## src/snc_consts.svh

```systemverilog
/*
 * constants of the node configuration register bank: register numbers,
 * field positions and reset values.
 * assumes it is included by bare name from the register bank module.
 */
`ifndef SNC_CONSTS_SVH
`define SNC_CONSTS_SVH

// register numbers on the configuration access port
`define SNC_REG_NODE_IDENT 8'h00
`define SNC_REG_SWITCH_DESC 8'h01
`define SNC_REG_SWITCH_CFG 8'h04
`define SNC_REG_NODE_ID 8'h05
`define SNC_REG_CLK_MULT 8'h06
`define SNC_REG_SW_CLK_DIV 8'h07
`define SNC_REG_REF_CLK_DIV 8'h08
`define SNC_REG_TEST_ID 8'h09
`define SNC_REG_USER_CODE 8'h0A
`define SNC_REG_DIR_LOW 8'h0C
`define SNC_REG_DIR_HIGH 8'h0D
`define SNC_REG_DEBUG_T0 8'h10

// switch configuration fields
`define SNC_CFG_LOCK_ALL_BIT 31
`define SNC_CFG_LOCK_CLKGEN_BIT 8
`define SNC_CFG_HDR_BIT 0

// clock multiplier settings fields
`define SNC_CG_NO_RESET_BIT 31
`define SNC_CG_NO_WAIT_BIT 30
`define SNC_CG_BYPASS_BIT 29
`define SNC_CG_JTAG_BOOT_BIT 28
`define SNC_CG_OUT_DIV_HI 25
`define SNC_CG_OUT_DIV_LO 23
`define SNC_CG_FB_MUL_HI 20
`define SNC_CG_FB_MUL_LO 8
`define SNC_CG_IN_DIV_HI 6
`define SNC_CG_IN_DIV_LO 0

// debug pin configuration fields
`define SNC_DBG_REQ_EN_BIT 1
`define SNC_DBG_DRIVE_EN_BIT 0

// reset values
`define SNC_RST_ZERO16 16'h0000
`define SNC_RST_REF_DIV 16'h0003
`define SNC_RST_CG_OUT_DIV 3'h0
`define SNC_RST_CG_FB_MUL 13'h0000
`define SNC_RST_CG_IN_DIV 7'h00
`define SNC_RST_DIR 32'h0000_0000

// edges after reset release until the identity register holds the strap pins
`define SNC_BOOT_SETTLE 2'h3

`endif

```

## src/snc_pkg.sv

```systemverilog
/*
 * types shared by the node configuration register bank.
 * assumes snc_consts.svh sits in the same folder.
 */
package snc_pkg;
    // clock generator update sequencing
    typedef enum logic [0:0] {
        SNC_CG_IDLE,
        SNC_CG_WAIT_LOCK
    } snc_cg_state_t;
endpackage

```

## src/snc_config_regs.sv

```systemverilog
/*
 * node configuration register bank of a packet-switch node: identity,
 * write locks, header mode, node number, clock generator settings,
 * clock dividers, routing directions and tile 0 debug pin control.
 * assumes a configuration access port on core_clk that holds each request
 * for one cycle, a clock multiplier that reports lock, and an active low
 * open-drain shared debug line resolved outside this block.
 */
// Summary of operation
// - identity shows boot pins, revision, version
// - description shows links, tile processors counts
// - config bit 31 blocks control register writes
// - config bit 8 blocks clock multiplier writes
// - config bit 0 selects one-byte headers
// - sixteen-bit writable node number, resets zero
// - clock multiplier write resets the tile
// - settings bit 31 suppresses that tile reset
// - settings bit 30 skips waiting for relock
// - settings bit 29 bypasses the multiplying loop
// - settings bit 28 forces boot from test port
// - output divider field bits 25:23, value+1
// - feedback multiplier bits 20:8, value+1
// - input divider field bits 6:0, value+1
// - switch clock divider sixteen bits, resets zero
// - reference clock divider sixteen bits, resets 3
// - user code shows fused code, metal id
// - route by most significant mismatching id bit
// - low directions: eight nibbles, positions 7..0
// - high directions: eight nibbles, positions 15..8
// - debug line raises tile request when enabled
// - halted flag drives debug line when enabled
`timescale 1ns/100ps
`include "snc_consts.svh"
module snc_config_regs
    import snc_pkg::*;
#(
    parameter logic [7:0] SWITCH_REVISION = 8'h01, // arbitrary value
    parameter logic [7:0] SWITCH_VERSION = 8'h02, // arbitrary value
    parameter logic [31:0] TEST_PORT_ID = 32'h1234_5001, // arbitrary value
    parameter logic [17:0] METAL_ID = 18'h0_0001, // arbitrary value
    parameter logic [7:0] NUM_SERIAL_LINKS = 8'h08,
    parameter logic [7:0] NUM_SWITCH_PROCS = 8'h02,
    parameter logic [7:0] NUM_DEVICE_PROCS = 8'h02
) (
    input wire logic core_clk,
    input wire logic rst,
    // configuration access port
    input wire logic cfg_req,
    input wire logic cfg_write,
    input wire logic [7:0] cfg_regnum,
    input wire logic [31:0] cfg_wdata,
    output logic cfg_ack,
    output logic cfg_err,
    output logic [31:0] cfg_rdata,
    // boot straps and fused code
    input wire logic [7:0] boot_control_pins,
    input wire logic [13:0] otp_user_code,
    // switch settings
    output logic header_one_byte,
    output logic [15:0] node_id,
    output logic [15:0] switch_clk_div,
    output logic [15:0] ref_clk_div,
    // clock multiplier
    input wire logic clk_mult_locked,
    output logic clk_mult_bypass,
    output logic boot_from_jtag,
    output logic [2:0] clk_mult_out_div,
    output logic [12:0] clk_mult_fb_mul,
    output logic [6:0] clk_mult_in_div,
    output logic clk_mult_update,
    output logic tile_reset,
    // routing lookup
    input wire logic route_req,
    input wire logic [15:0] route_dest_id,
    output logic route_valid,
    output logic route_local,
    output logic [3:0] route_dir,
    // tile 0 debug
    input wire logic core_halted_flag,
    input wire logic shared_debug_line_n_in,
    output logic shared_debug_line_n_out,
    output logic shared_debug_line_n_oe,
    output logic tile_processor_debug_req
);
    typedef struct packed {
        logic ack; // access answer strobe
        logic err; // unmapped register number
        logic [31:0] rdata; // read answer
        logic [1:0] boot_cnt; // edges since release, stops at settle
        logic [7:0] boot_pins; // pin levels after power-on reset
        logic lock_all; // control register write lock
        logic lock_clkgen; // clock multiplier write lock
        logic one_byte_hdr; // header mode
        logic [15:0] node_id; // this node's number
        logic cg_no_reset; // settings bit 31
        logic cg_no_wait; // settings bit 30
        logic cg_bypass; // settings bit 29
        logic cg_jtag_boot; // settings bit 28
        logic [2:0] cg_out_div; // output divider code
        logic [12:0] cg_fb_mul; // feedback multiplier code
        logic [6:0] cg_in_div; // input divider code
        snc_cg_state_t cg_state; // update sequencing
        logic cg_update; // apply strobe to the multiplier
        logic tile_reset; // tile held in reset
        logic [15:0] sw_div; // switch clock divider
        logic [15:0] ref_div; // reference clock divider
        logic [31:0] dir_lo; // directions for positions 7..0
        logic [31:0] dir_hi; // directions for positions 15..8
        logic dbg_req_en; // debug line to processor request
        logic dbg_drive_en; // halted flag onto debug line
        logic dbg_req; // request to the tile processor
        logic dbg_drive; // pulling the debug line low
    } snc_state_t;

    snc_state_t state;
    snc_state_t next_state;

    logic [7:0] boot_sync; // straps after two flops
    logic locked_sync; // multiplier lock after two flops
    logic dbg_line_n_sync; // shared debug line after two flops

    // pins arrive from outside core_clk and are synchronised first
    snc_sync2 #(
        .WIDTH(8),
        .RESET_VAL(8'h00)
    ) u_boot_sync (
        .core_clk(core_clk),
        .rst(rst),
        .d(boot_control_pins),
        .q(boot_sync)
    );

    snc_sync2 #(
        .WIDTH(2),
        .RESET_VAL(2'h1)
    ) u_misc_sync (
        .core_clk(core_clk),
        .rst(rst),
        .d({clk_mult_locked, shared_debug_line_n_in}),
        .q({locked_sync, dbg_line_n_sync})
    );

    // routing lookup runs beside the register bank on its tables
    snc_route_lookup #(
        .ID_W(16),
        .DIR_W(4)
    ) u_route (
        .core_clk(core_clk),
        .rst(rst),
        .lookup_valid(route_req),
        .own_id(state.node_id),
        .dest_id(route_dest_id),
        .dir_table({state.dir_hi, state.dir_lo}),
        .dir_valid(route_valid),
        .is_local(route_local),
        .dir(route_dir)
    );

    // register access, locks, clock multiplier sequencing and debug
    always_comb begin
        logic wr; // accepted write strobe
        logic [31:0] rd; // read mux result
        logic hit; // register number is mapped
        wr = cfg_req && cfg_write;
        rd = 32'h0000_0000;
        hit = 1'b1;
        next_state = state;
        next_state.ack = cfg_req;
        next_state.cg_update = 1'b0;

        // the synchroniser is cleared by reset too, so the pin level only
        // reaches its output at the second edge after release and this register at the third; keep taking
        // it until then and freeze it from that edge on. a read of the
        // identity register before that edge shows the straps as zero
        if (state.boot_cnt != `SNC_BOOT_SETTLE) begin
            next_state.boot_cnt = state.boot_cnt + 2'h1;
            next_state.boot_pins = boot_sync;
        end

        // read mux; reserved bits stay zero
        unique case (cfg_regnum)
            `SNC_REG_NODE_IDENT: begin
                rd = {8'h00, state.boot_pins, SWITCH_REVISION,
                      SWITCH_VERSION};
            end
            `SNC_REG_SWITCH_DESC: begin
                rd = {8'h00, NUM_SERIAL_LINKS, NUM_SWITCH_PROCS,
                      NUM_DEVICE_PROCS};
            end
            `SNC_REG_SWITCH_CFG: begin
                rd[`SNC_CFG_LOCK_ALL_BIT] = state.lock_all;
                rd[`SNC_CFG_LOCK_CLKGEN_BIT] = state.lock_clkgen;
                rd[`SNC_CFG_HDR_BIT] = state.one_byte_hdr;
            end
            `SNC_REG_NODE_ID: begin
                rd[15:0] = state.node_id;
            end
            `SNC_REG_CLK_MULT: begin
                rd[`SNC_CG_NO_RESET_BIT] = state.cg_no_reset;
                rd[`SNC_CG_NO_WAIT_BIT] = state.cg_no_wait;
                rd[`SNC_CG_BYPASS_BIT] = state.cg_bypass;
                rd[`SNC_CG_JTAG_BOOT_BIT] = state.cg_jtag_boot;
                rd[`SNC_CG_OUT_DIV_HI:`SNC_CG_OUT_DIV_LO] = state.cg_out_div;
                rd[`SNC_CG_FB_MUL_HI:`SNC_CG_FB_MUL_LO] = state.cg_fb_mul;
                rd[`SNC_CG_IN_DIV_HI:`SNC_CG_IN_DIV_LO] = state.cg_in_div;
            end
            `SNC_REG_SW_CLK_DIV: begin
                rd[15:0] = state.sw_div;
            end
            `SNC_REG_REF_CLK_DIV: begin
                rd[15:0] = state.ref_div;
            end
            `SNC_REG_TEST_ID: begin
                rd = TEST_PORT_ID;
            end
            `SNC_REG_USER_CODE: begin
                rd = {otp_user_code, METAL_ID};
            end
            `SNC_REG_DIR_LOW: begin
                rd = state.dir_lo;
            end
            `SNC_REG_DIR_HIGH: begin
                rd = state.dir_hi;
            end
            `SNC_REG_DEBUG_T0: begin
                rd[`SNC_DBG_REQ_EN_BIT] = state.dbg_req_en;
                rd[`SNC_DBG_DRIVE_EN_BIT] = state.dbg_drive_en;
            end
            default: begin
                hit = 1'b0;
            end
        endcase
        next_state.err = cfg_req && !hit;
        next_state.rdata = (cfg_req && !cfg_write) ? rd : 32'h0000_0000;

        // writes: the global lock also freezes the lock bits themselves,
        // so once set it holds until reset, which is the point of it
        if (wr && !state.lock_all) begin
            unique case (cfg_regnum)
                `SNC_REG_SWITCH_CFG: begin
                    next_state.lock_all = cfg_wdata[`SNC_CFG_LOCK_ALL_BIT];
                    next_state.lock_clkgen =
                        cfg_wdata[`SNC_CFG_LOCK_CLKGEN_BIT];
                    next_state.one_byte_hdr =
                        cfg_wdata[`SNC_CFG_HDR_BIT];
                end
                `SNC_REG_NODE_ID: begin
                    next_state.node_id = cfg_wdata[15:0];
                end
                `SNC_REG_CLK_MULT: begin
                    if (!state.lock_clkgen) begin
                        next_state.cg_no_reset =
                            cfg_wdata[`SNC_CG_NO_RESET_BIT];
                        next_state.cg_no_wait =
                            cfg_wdata[`SNC_CG_NO_WAIT_BIT];
                        next_state.cg_bypass =
                            cfg_wdata[`SNC_CG_BYPASS_BIT];
                        next_state.cg_jtag_boot =
                            cfg_wdata[`SNC_CG_JTAG_BOOT_BIT];
                        next_state.cg_out_div = cfg_wdata[
                            `SNC_CG_OUT_DIV_HI:`SNC_CG_OUT_DIV_LO];
                        next_state.cg_fb_mul = cfg_wdata[
                            `SNC_CG_FB_MUL_HI:`SNC_CG_FB_MUL_LO];
                        next_state.cg_in_div = cfg_wdata[
                            `SNC_CG_IN_DIV_HI:`SNC_CG_IN_DIV_LO];
                        next_state.cg_update = 1'b1;
                        // every accepted write resets the tile unless told
                        next_state.tile_reset =
                            !cfg_wdata[`SNC_CG_NO_RESET_BIT];
                        // lock wait is skipped for gradual changes
                        next_state.cg_state =
                            cfg_wdata[`SNC_CG_NO_WAIT_BIT] ?
                            SNC_CG_IDLE : SNC_CG_WAIT_LOCK;
                    end
                end
                `SNC_REG_SW_CLK_DIV: begin
                    next_state.sw_div = cfg_wdata[15:0];
                end
                `SNC_REG_REF_CLK_DIV: begin
                    next_state.ref_div = cfg_wdata[15:0];
                end
                `SNC_REG_DIR_LOW: begin
                    next_state.dir_lo = cfg_wdata;
                end
                `SNC_REG_DIR_HIGH: begin
                    next_state.dir_hi = cfg_wdata;
                end
                `SNC_REG_DEBUG_T0: begin
                    next_state.dbg_req_en = cfg_wdata[`SNC_DBG_REQ_EN_BIT];
                    next_state.dbg_drive_en =
                        cfg_wdata[`SNC_DBG_DRIVE_EN_BIT];
                end
                default: begin
                    next_state.cg_update = 1'b0; // read-only or unmapped
                end
            endcase
        end else if (state.cg_state == SNC_CG_WAIT_LOCK) begin
            // the update cycle itself never ends the wait, but locked_sync lags by two flops, so a lock
            // still high from the old settings is taken as relock in the cycle after the update
            if (locked_sync && !state.cg_update) begin
                next_state.cg_state = SNC_CG_IDLE;
                next_state.tile_reset = 1'b0;
            end
        end else begin
            // no lock wait: the reset ends at the first cycle without an accepted write
            next_state.tile_reset = 1'b0;
        end

        // debug line is active low; sampled level low means asserted
        next_state.dbg_req = state.dbg_req_en && !dbg_line_n_sync;
        next_state.dbg_drive = state.dbg_drive_en &&
            core_halted_flag;
    end

    // single state register; reset values live in the header
    always_ff @(posedge core_clk) begin
        if (rst) begin
            state <= '0;
            state.cg_state <= SNC_CG_IDLE;
            state.node_id <= `SNC_RST_ZERO16;
            state.sw_div <= `SNC_RST_ZERO16;
            state.ref_div <= `SNC_RST_REF_DIV;
            state.cg_out_div <= `SNC_RST_CG_OUT_DIV;
            state.cg_fb_mul <= `SNC_RST_CG_FB_MUL;
            state.cg_in_div <= `SNC_RST_CG_IN_DIV;
            state.dir_lo <= `SNC_RST_DIR;
            state.dir_hi <= `SNC_RST_DIR;
        end else begin
            state <= next_state;
        end
    end

    // outputs come straight from the state register, except shared_debug_line_n_out, tied low, and route_valid, route_local and route_dir from the lookup
    assign cfg_ack = state.ack;
    assign cfg_err = state.err;
    assign cfg_rdata = state.rdata;
    assign header_one_byte = state.one_byte_hdr;
    assign node_id = state.node_id;
    assign switch_clk_div = state.sw_div;
    assign ref_clk_div = state.ref_div;
    assign clk_mult_bypass = state.cg_bypass;
    assign boot_from_jtag = state.cg_jtag_boot;
    assign clk_mult_out_div = state.cg_out_div;
    assign clk_mult_fb_mul = state.cg_fb_mul;
    assign clk_mult_in_div = state.cg_in_div;
    assign clk_mult_update = state.cg_update;
    assign tile_reset = state.tile_reset;
    assign shared_debug_line_n_out = 1'b0; // open drain: only pulls low
    assign shared_debug_line_n_oe = state.dbg_drive;
    assign tile_processor_debug_req = state.dbg_req;
endmodule

```

## src/snc_route_lookup.sv

```systemverilog
/*
 * route direction lookup: picks the direction of the most significant bit
 * in which a destination node number differs from this node's number.
 * assumes the direction table and own id are stable while looking up.
 */
`timescale 1ns/100ps
module snc_route_lookup #(
    parameter int ID_W = 16,
    parameter int DIR_W = 4
) (
    input wire logic core_clk,
    input wire logic rst,
    input wire logic lookup_valid,
    input wire logic [ID_W-1:0] own_id,
    input wire logic [ID_W-1:0] dest_id,
    input wire logic [ID_W*DIR_W-1:0] dir_table,
    output logic dir_valid,
    output logic is_local,
    output logic [DIR_W-1:0] dir
);
    typedef struct packed {
        logic valid; // answer strobe, one cycle after the request
        logic local_hit; // destination is this node
        logic [DIR_W-1:0] dir; // chosen direction
    } snc_rl_state_t;

    snc_rl_state_t state;
    snc_rl_state_t next_state;

    // scan upward so the highest mismatching position wins
    always_comb begin
        logic [ID_W-1:0] diff;
        diff = own_id ^ dest_id;
        next_state = state;
        next_state.valid = lookup_valid;
        if (lookup_valid) begin
            next_state.local_hit = (diff == '0);
            next_state.dir = '0;
            for (int i = 0; i < ID_W; i++) begin
                if (diff[i]) begin
                    next_state.dir = dir_table[i*DIR_W +: DIR_W];
                end
            end
        end
    end

    always_ff @(posedge core_clk) begin
        if (rst) begin
            state <= '0;
        end else begin
            state <= next_state;
        end
    end

    assign dir_valid = state.valid;
    assign is_local = state.local_hit;
    assign dir = state.dir;
endmodule

```

## src/snc_sync2.sv

```systemverilog
/*
 * two flip-flop level synchroniser for pins entering core_clk.
 * assumes the input is a slow level; the first stage feeds only the second.
 */
`timescale 1ns/100ps
module snc_sync2 #(
    parameter int WIDTH = 1,
    parameter logic [WIDTH-1:0] RESET_VAL = '0
) (
    input wire logic core_clk,
    input wire logic rst,
    input wire logic [WIDTH-1:0] d,
    output logic [WIDTH-1:0] q
);
    typedef struct packed {
        logic [WIDTH-1:0] stage1; // metastable catch stage
        logic [WIDTH-1:0] stage2; // settled copy
    } snc_sync_state_t;

    snc_sync_state_t state;
    snc_sync_state_t next_state;

    // shift the pin level through both stages
    always_comb begin
        next_state.stage1 = d;
        next_state.stage2 = state.stage1;
    end

    always_ff @(posedge core_clk) begin
        if (rst) begin
            state <= {RESET_VAL, RESET_VAL};
        end else begin
            state <= next_state;
        end
    end

    assign q = state.stage2;
endmodule
```

## config.mk

```make
export PLATFORM = sky130hd
export DESIGN_NAME = snc_config_regs
export DESIGN_NICKNAME = d
export VERILOG_FILES = /design/src/snc_pkg.sv /design/src/snc_config_regs.sv /design/src/snc_route_lookup.sv /design/src/snc_sync2.sv
export VERILOG_INCLUDE_DIRS = /design/src
export SDC_FILE = /design/constraint.sdc
export NUM_CORES = 1
export LEC_CHECK = 0
export ABC_AREA = 1
export BUFFER_PORTS_ARGS = -buffer_cell sky130_fd_sc_hd__buf_2
export CORE_ASPECT_RATIO = 0.9
export CORE_MARGIN = 5
export CORE_UTILIZATION = 45
export CTS_CLUSTER_SIZE = 14
export DETAILED_ROUTE_END_ITERATION = 16
export PLACE_DENSITY = 0.67
export SLEW_MARGIN = 10
export SYNTH_ARGS = -nofsm -noshare
export SYNTH_HDL_FRONTEND = slang
export SYNTH_HIERARCHICAL = 1
export SYNTH_SLANG_ARGS = --single-unit
```

## constraint.sdc

```tcl
create_clock -name core_clk -period 1.95 [get_ports core_clk]
set_input_delay 0.0975 -clock core_clk [delete_from_list [all_inputs] [get_ports core_clk]]
set_output_delay 0.0975 -clock core_clk [all_outputs]
set_load 0.005 [all_outputs]
```

; ---- Word level (Yosys, flattened, before mapping)
; Index checks and enable logic that the tools add are counted.
[totals]
reg_bits = 219
inputBits = 86
output_inout_bits = 119
elab_cells = 124
[classes]
n_addsub = 1
eq_ne = 15
n_mux = 39
bitwise_logic = 5
reduce_logical = 30
[ops]
columns = op, n
row1 = $mux 4, 16
row2 = $pmux 7 s8, 1
row3 = $eq 8x4->1 const B, 5
row4 = $pmux 5 s7, 1
row5 = $eq 8x3->1 const B, 4
row6 = $pmux 5 s6, 1
row7 = $pmux 3 s6, 1
row8 = $logic_not 16->1, 1
row9 = $pmux 1 s8, 2
row10 = $reduce_and 2->1, 8
row11 = $xor 16x16->16, 1
row12 = $pmux 3 s5, 1
row13 = $reduce_or 12->1, 1
row14 = $mux 1, 10
row15 = $pmux 1 s5, 2
row16 = $pmux 2 s5, 1
row17 = $pmux 1 s9, 1
row18 = $eq 8x1->1 const B, 1
row19 = $eq 8x5->1 const B, 1
row20 = $logic_not 8->1, 1
row21 = $logic_and 1x1->1, 7
row22 = $logic_not 1->1, 6
row23 = $pmux 2 s3, 1
row24 = $reduce_and 3->1, 2
row25 = other kinds (8), 14

; ---- Logic depth before layout (Yosys ltp)
; Gate-level depths: netlist (run 1).
[depth]
word_depth = 17
depth_mapped = 25
mapped_depth_nobuf = 25

; ---- Hierarchy
; Netlist (run 1), hierarchy kept.
[modules_own_cells]
columns = mod, instances, cells_each, area_each_um2, seq_area_each_um2
row1 = snc_config_regs, 1, 1206, 8782.2, 3863.7
row2 = snc_route_lookup, 1, 256, 1353.8, 120.1
row3 = snc_sync2 at u_boot_sync, 1, 50, 474.2, 320.3
row4 = snc_sync2 at u_misc_sync, 1, 13, 113.9, 80.1

; ---- Worst setup path after synthesis (run 1)
; No wires, ideal clock.
[synth_timing]
path_kind = register to register
from = reg, netlist name node_id[6]
to = reg u_route.state (netlist bit u_route/dir[2])
setup_ns = 0.116
t_arrival_ns = 1.556
required_ns = 1.834
path_slack_ns = 0.278
stages_incl_launch_ff = 18
n_path_buf = 0
period_less_slack_ns = 1.672
cell_sequence = dfxtp_1 > xor2_1 > inv_1 > or2_2 > nand2_1 > nand2_1 > nand2_1 > nand2_1 > nand2_1 > nand2_1 > nand2_1 > nand2_1 > nand2_1 > nand2_1 > nand2_1 > nand2_1 > nand2_1 > a21oi_1
[synth_between]
elab_chain_len = 11
[synth_rtl]
columns = element, line
row1 = $xor 16x16->16, snc_route_lookup.sv:33  ; diff = own_id ^ dest_id;
row2 = $mux 4 (10 in a row), snc_route_lookup.sv:40  ; if (diff[i]) begin
row3 = end signal: assignment, snc_route_lookup.sv:51  ; state <= next_state;
row4 = end: declaration, snc_route_lookup.sv:27  ; snc_rl_state_t state;
; No other way between the ends.
; A chain may end at the register's enable or synchronous reset.

; ---- Final worst setup path (run 1)
[layout_timing]
from = reg, netlist name node_id[5]
to = reg u_route.state (netlist bit u_route/dir[1])
[layout_between]
elab_chain_len = 12
[layout_rtl]
columns = element, line
row1 = $xor 16x16->16, snc_route_lookup.sv:33
row2 = $mux 4 (11 in a row), snc_route_lookup.sv:40
; No other way between the ends.

==> flow_summary.toml, run 1 <==
[run_status]
outcome = "finished, final reports clean"

[global_route]
grt_max_degree = 58
grt_pass1_vias = 9814
grtUsageTotal_pct = 26.7
grt_pass1_wl_um = 57700
grt.overflow.total = 0
antenna_found_initial = 0

[sta]
post-route-period-util_pct = 97.1
hold_viol = 0
rsz0062_at_grt = "yes"
finClkSkew_ns = 0.0131
slew_headroom_pct = 61.0
drv_slew = 0
holdWs_ns = 0.0127
fmax_mhz = 528
setup_viol = 0
fin_ws_ns = 0.0557
fin_crit_ns = 1.89
worst_pin_slew_ns = 0.585

[logic_synthesis]
ys_ff_latch = 219
synth_edf_count = 0
synth-compound-area-share_pct = 16.3
async_flop_share_pct = 0
yosys.area_share.simple_pct = 23.1
synth_top_area_share_pct = 40.9
ys_seq_area_share_pct = 40.9
synthesis.area_um2 = 10700
syn_inst = 1525
synth_top_flop_cell = "dfxtp_1"
synthTopCellsByArea = "dfxtp_1 41%, nand2_1 10%, buf_4 8.1%, a21oi_1 7.4%, o21ai_0 6.4%"
synthMuxAreaShare_pct = 0
postSynthAreaPerCell_um2 = 7.03
yosysWarnings = 6
synth_cell_types = 38
synth_xor_area_share_pct = 1.53
synth_top_family_by_area = "simple AND/OR/NAND/NOR gates"
synth_nets = 1612
synth.largest_area_cell = "dfxtp_1"
synth_fa_ha_area_share_pct = 0.117

[critical_path]
endpoint_kind = "register"
worstPathMaxFanout = 9
critPathKind = "reg -> reg"
worst_setup_path_start_kind = "register"
arrival_ns = 2.32
worst_ep_required_time_ns = 2.38

[routing]
drcViolationCount = 0
routedWlPerCell_um = 18.4
route.antenna.remaining_nets = 0
dr.pass1.iters = 5
viasPerCell = 5.19
wirelength_um = 37300
drt_iter0_drc = 1069
vias = 10513

[flow_run]
drv_cap = 0

[die]
io_pins = 205
fp.dieH_um = 156
initial_core_util_pct = 45.8
die_w_um = 173
std_cell_rows = 53
die_area_um2 = 27000
coreArea_um2 = 23400

[placed_design]
preCtsSetupSlack_ns = 0.0816
dpl.hpwl_um = 27500
gp_congestion = 0.909
port_buffers = 203

[cells_and_area]
mostFrequentLayoutCells = "284 x nand2_1, 216 x dfxtp_1, 203 x buf_2, 157 x inv_1, 154 x a21oi_1"
final_core_util_pct = 55.7
drive_gt1_share_pct = 22.8
layout.nets = 1791
area_growth_pct = 21.6
final_common_cell = "nand2_1"

[min_path]
holdCritPathClass = "in -> reg"

[power]
vdd.ir_drop.worst_mv = 0.600
leakage_nw = 6.16
p_per_area_nw_per_um2 = 783
power.total_w = 0.0102

[clock_tree]
clk_latency_ns = 0.54
clockBufferDepth = 3
cts_tree = "built"
clk_pin_slew_worst_paths_ns = 0.06
ctsHtreeMaxLevel = 1
clock-root-buffer = "clkbuf_16"
cts_sinks = 219
cts_buffers = 25
-- metal layers --
| metal | vias up | routed length (µm) | global-route usage, % |
|---|---|---|---|
| met4 | 0 | 914 | 6.36 |
| met5 | - | 0 | 0 |
| met1 | 4798 | 16600 | 38.9 |
| met2 | 538 | 16000 | 40.3 |
| li1 | 5115 | - | - |
| met3 | 62 | 3850 | 6.11 |
-- registers in the layout, summed over array words and instances, names as in the netlist --
register / cells
header_one_byte: 1
tile_processor_debug_req: 1
u_misc_sync/next_state: 2
cfg_err: 1
u_route/is_local: 1
state: 81
switch_clk_div: 16
u_boot_sync/next_state: 8
cfg_ack: 1
cfg_rdata: 32
shared_debug_line_n_oe: 1
u_misc_sync/q: 2
tile_reset: 1
u_boot_sync/q: 8
clk_mult_bypass: 1
node_id: 16
boot_from_jtag: 1
clk_mult_update: 1
clk_mult_in_div: 7
clk_mult_fb_mul: 13
u_route/dir: 4
ref_clk_div: 16
u_route/dir_valid: 1
clk_mult_out_div: 3
-- synth_stat cells (4+ instances only) --
cell and instances:
a21oi_1 159, buf_2 27, buf_4 116, clkbuf_1 18, dfxtp_1 219, inv_1 161
inv_2 23, nand2_1 291, nand2_2 12, nand3_1 105, nand4_1 6, nor2_1 138
nor2_2 10, nor2_4 4, nor3_1 5, o21ai_0 138, o21ai_1 39, o22ai_1 4
or2_2 6, xor2_1 10
-- where the power goes --
| group | internal (W) | total [W] | switching [W] |
|---|---|---|---|
| clock network | 0.00290 | 0.00484 | 0.00194 |
| logic | 0.000331 | 0.000801 | 0.000470 |
| registers | 0.00454 | 0.00456 | 0.0000284 |
| total | 0.00777 | 0.0102 | 0.00244 |
-- per-stage QoR --
step / cell area [µm²] / std cells / setup TNS, ns
2_1_floorplan: 10700 / 1525 / 0
3_3_place_gp: 11500 / 1915 / 0
3_5_place_dp: 11500 / 1915 / 0
4_1_cts: 12900 / 2020 / 0
5_1_grt: 13000 / 2025 / -0.587
6_report: 13000 / 2026 / 0
-- kinds of logic (layout without fill, tap and decap cells) --
family                     after synthesis  after routing
DFF                                    219            219
and+or+nand+nor                        584            584
adders and majority gates                1              1
xor gates and xnor gates                14             14
other                                    1              2
AOI/OAI and AO/OA                      346            346
buffers and inverters                  360            558
-- timing repair --
item,CTS,global route
hold endpoints to repair,176,0
endpoints found under the setup margin,0,4
hold buffers,59,0
setup buffers,0,5
gates resized for setup,0,33
-- worst max-delay path: stages (launching register included) --
cell and delay, ns:
dfxtp_1 0.33, xnor2_2 0.35, o21ai_0 0.16, o21bai_1 0.19
nand2_1 0.09, a21oi_2 0.06, o21bai_1 0.15, nand2_1 0.07
nand2_1 0.06, nand2_1 0.04, nand2_1 0.06, nand2_1 0.06
a21oi_2 0.13, nor2_1 0.04
-- path summary, 6_finish.rpt --
kind	start	to	depth (start not counted)	slack, ns
worst max-delay path	node_id[5]	u_route/dir[1]	13	0.06
worst min-delay path	rst	u_boot_sync/next_state[4]	3	0.01
worst max register to register	node_id[5]	u_route/dir[1]	13	0.06
worst min register to register	u_boot_sync/next_state[1]	u_boot_sync/q[1]	2	0.40
-- final cells by class --
type,instances,area (µm²)
Sequential cell,219,4390
Timing Repair Buffer,321,2140
Antenna cell,1,2.50
Clock buffer,37,701
Multi-Input combinational cell,946,4500
Tap cell,302,378
Clock inverter,9,139
Inverter,191,790
Fill cell,2243,10400
Note: power is estimated with default switching activity, not from simulation.
==> run 2: changes to the inputs <==
--- a/config.mk
+++ b/config.mk
@@ -11,9 +11,10 @@
 export CORE_ASPECT_RATIO = 0.9
 export CORE_MARGIN = 5
 export CORE_UTILIZATION = 45
+export CTS_BUF_LIST = sky130_fd_sc_hd__clkbuf_16
 export CTS_CLUSTER_SIZE = 14
 export DETAILED_ROUTE_END_ITERATION = 16
-export PLACE_DENSITY = 0.67
+export PLACE_DENSITY = 0.7
 export SLEW_MARGIN = 10
 export SYNTH_ARGS = -nofsm -noshare
 export SYNTH_HDL_FRONTEND = slang
==> constraint.sdc (replaced) <==
create_clock -name core_clk -period 1.6 [get_ports core_clk]
set_input_delay 0.08 -clock core_clk [delete_from_list [all_inputs] [get_ports core_clk]]
set_output_delay 0.08 -clock core_clk [all_outputs]
set_load 0.005 [all_outputs]
==> run 2 against run 1 <==
The flow now finishes with violations (setup timing). Critical path depth increased by 12. Worst setup slack got worse by 0.38 ns. Sequential share of layout area decreased by 1.0 points. Clock power increased by 7.6%. Fmax decreased by 1.6%. Count of clock-buffer cells in the layout decreased by 12. Global-route usage increased by 1.0 points. Cell count increased by 2.7%. Die area unchanged. Via count increased by 3.8%. Critical endpoint is now u_route/dir[3]. Largest cell class unchanged. Highest routed layer unchanged.
==> flow_summary.toml, run 2 (synthesis results as in run 1) <==
[run_status]
outcome = "complete, but fails checks"
violations = "setup timing"

[min_path]
min_from = "otp_user_code[0]"
holdCritPathClass = "in -> reg"

[sta]
setup_viol = 4
slew_headroom_pct = 62.0
rsz0062_at_grt = "yes"
hold_viol = 0
post-route-period-util_pct = 120
fin_setup_tns_ns = -1.10
drv_slew = 0
fmax_mhz = 519
finClkSkew_ns = 0.00970
holdWs_ns = 0.0385
fin_crit_ns = 1.93
worst_pin_slew_ns = 0.568
fin_ws_ns = -0.326

[critical_path]
worstPathMaxFanout = 4
critPathBufInv = 2
crit_top_cell = "nand2_1"
critPathKind = "reg -> reg"
endpoint_kind = "register"
arrival_ns = 2.32
r2r-start = "node_id[1]"
cpLargestDelayFamily = "simple AND/OR/NAND/NOR gates"
worst_ep_required_time_ns = 1.99
slowest_delay_ns = 0.38
crit_slowest_cell = "dfxtp_4"
r2r_slack_ns = -0.33
cp-startpoint = "node_id[1]"
worst_setup_path_start_kind = "register"

[clock_tree]
cts_tree = "built"
clock-root-buffer = "clkbuf_16"
clockBufferDepth = 3
cts_sinks = 219
clk_pin_slew_worst_paths_ns = 0.06
ctsHtreeMaxLevel = 1
cts_buffers = 24
clk_latency_ns = 0.52

[global_route]
met1_usage_pct = 39.5
met3_usage_pct = 7.73
grt_pass1_vias = 10303
grt.overflow.total = 0
grt_max_degree = 43
use_met2_pct = 41.2
top_usage_layer = "met2"
antenna_found_initial = 0
grt_pass1_wl_um = 59800
grtUsageTotal_pct = 27.7

[routing]
drt_iter0_drc = 1128
viasPerCell = 5.25
drcViolationCount = 0
routedWlPerCell_um = 18.8
vias = 10914
route.antenna.remaining_nets = 0
dr.pass1.iters = 6
wirelength_um = 39100

[cells_and_area]
mostFrequentLayoutCells = "286 x nand2_1, 214 x dfxtp_1, 203 x buf_2, 166 x inv_1, 156 x a21oi_1"
final_common_cell = "nand2_1"
drive_gt1_share_pct = 25.0
regMostFlops = "state"
layout.nets = 1849
area_growth_pct = 25.4
largest_register_ffs = 81
final_core_util_pct = 57.5
fillCellCount = 2226

[die]
std_cell_rows = 53
initial_core_util_pct = 45.8
die_w_um = 173
coreArea_um2 = 23400
io_pins = 205
fp.dieH_um = 156
die_area_um2 = 27000

[flow_run]
drv_cap = 0

[placed_design]
dpl.hpwl_um = 29100
preCtsSetupSlack_ns = -0.251
gp_congestion = 0.942
port_buffers = 203

[power]
power.total_w = 0.0118
leakage_nw = 6.46
p_per_area_nw_per_um2 = 879
vdd.ir_drop.worst_mv = 0.849
==> run 2: power by group <==
| group | internal, W | switching [W] | total [W] |
|---|---|---|---|
| registers | 0.00553 | 0.0000343 | 0.00556 |
| clock network | 0.00296 | 0.00225 | 0.00521 |
| logic | 0.000454 | 0.000596 | 0.00105 |
==> run 2: area by class of cell <==
type | count | area [µm²] | area share, %
multi-input cells | 946 | 4510 | 33.5
clock inverters | 16 | 93.8 | 0.698
flip-flops and latches | 219 | 4390 | 32.7
clock buffers | 25 | 626 | 4.65
repair buffers | 380 | 2660 | 19.8
diodes | 1 | 2.50 | 0.0186
well taps | 302 | 378 | 2.81
inverters | 191 | 790 | 5.87
==> run 2: timing repair <==
action / 4_1_cts / 5_1_grt
endpoints found under the setup margin: 5 / 7
resized for setup: 9 / 12
setup buffers: 4 / 1
hold endpoints to repair: 173 / 0
hold buffers: 58 / 0
pin swaps: 12 / 25
cloned: 0 / 0
==> run 2: path summary, 6_finish.rpt <==
check | endpoint | cells past startpoint
worst max-delay path | u_route/dir[3] | 25
worst min-delay path | cfg_rdata[18] | 5
worst max register to register | u_route/dir[3] | 25
worst min register to register | u_boot_sync/q[5] | 2
==> run 2: metrics by stage <==
step	cell area [µm²]	instances
5_1_grt	13400	2079
2_1_floorplan	10800	1525
4_1_cts	13400	2079
6_report	13400	2080
3_3_place_gp	12000	1976
3_5_place_dp	12000	1976
==> run 2: worst min-delay path: stages <==
cell,delay [ns]
buf_2,0.10
inv_1,0.06
o21ai_0,0.09
nor2_1,0.10
a21oi_1,0.08
==> run 2: per-layer routing <==
metal | vias up | part of all wire [%]
li1 | 5217 | -
met1 | 5002 | 43
met2 | 601 | 42
met3 | 94 | 11
met4 | 0 | 3.1
met5 | - | 0
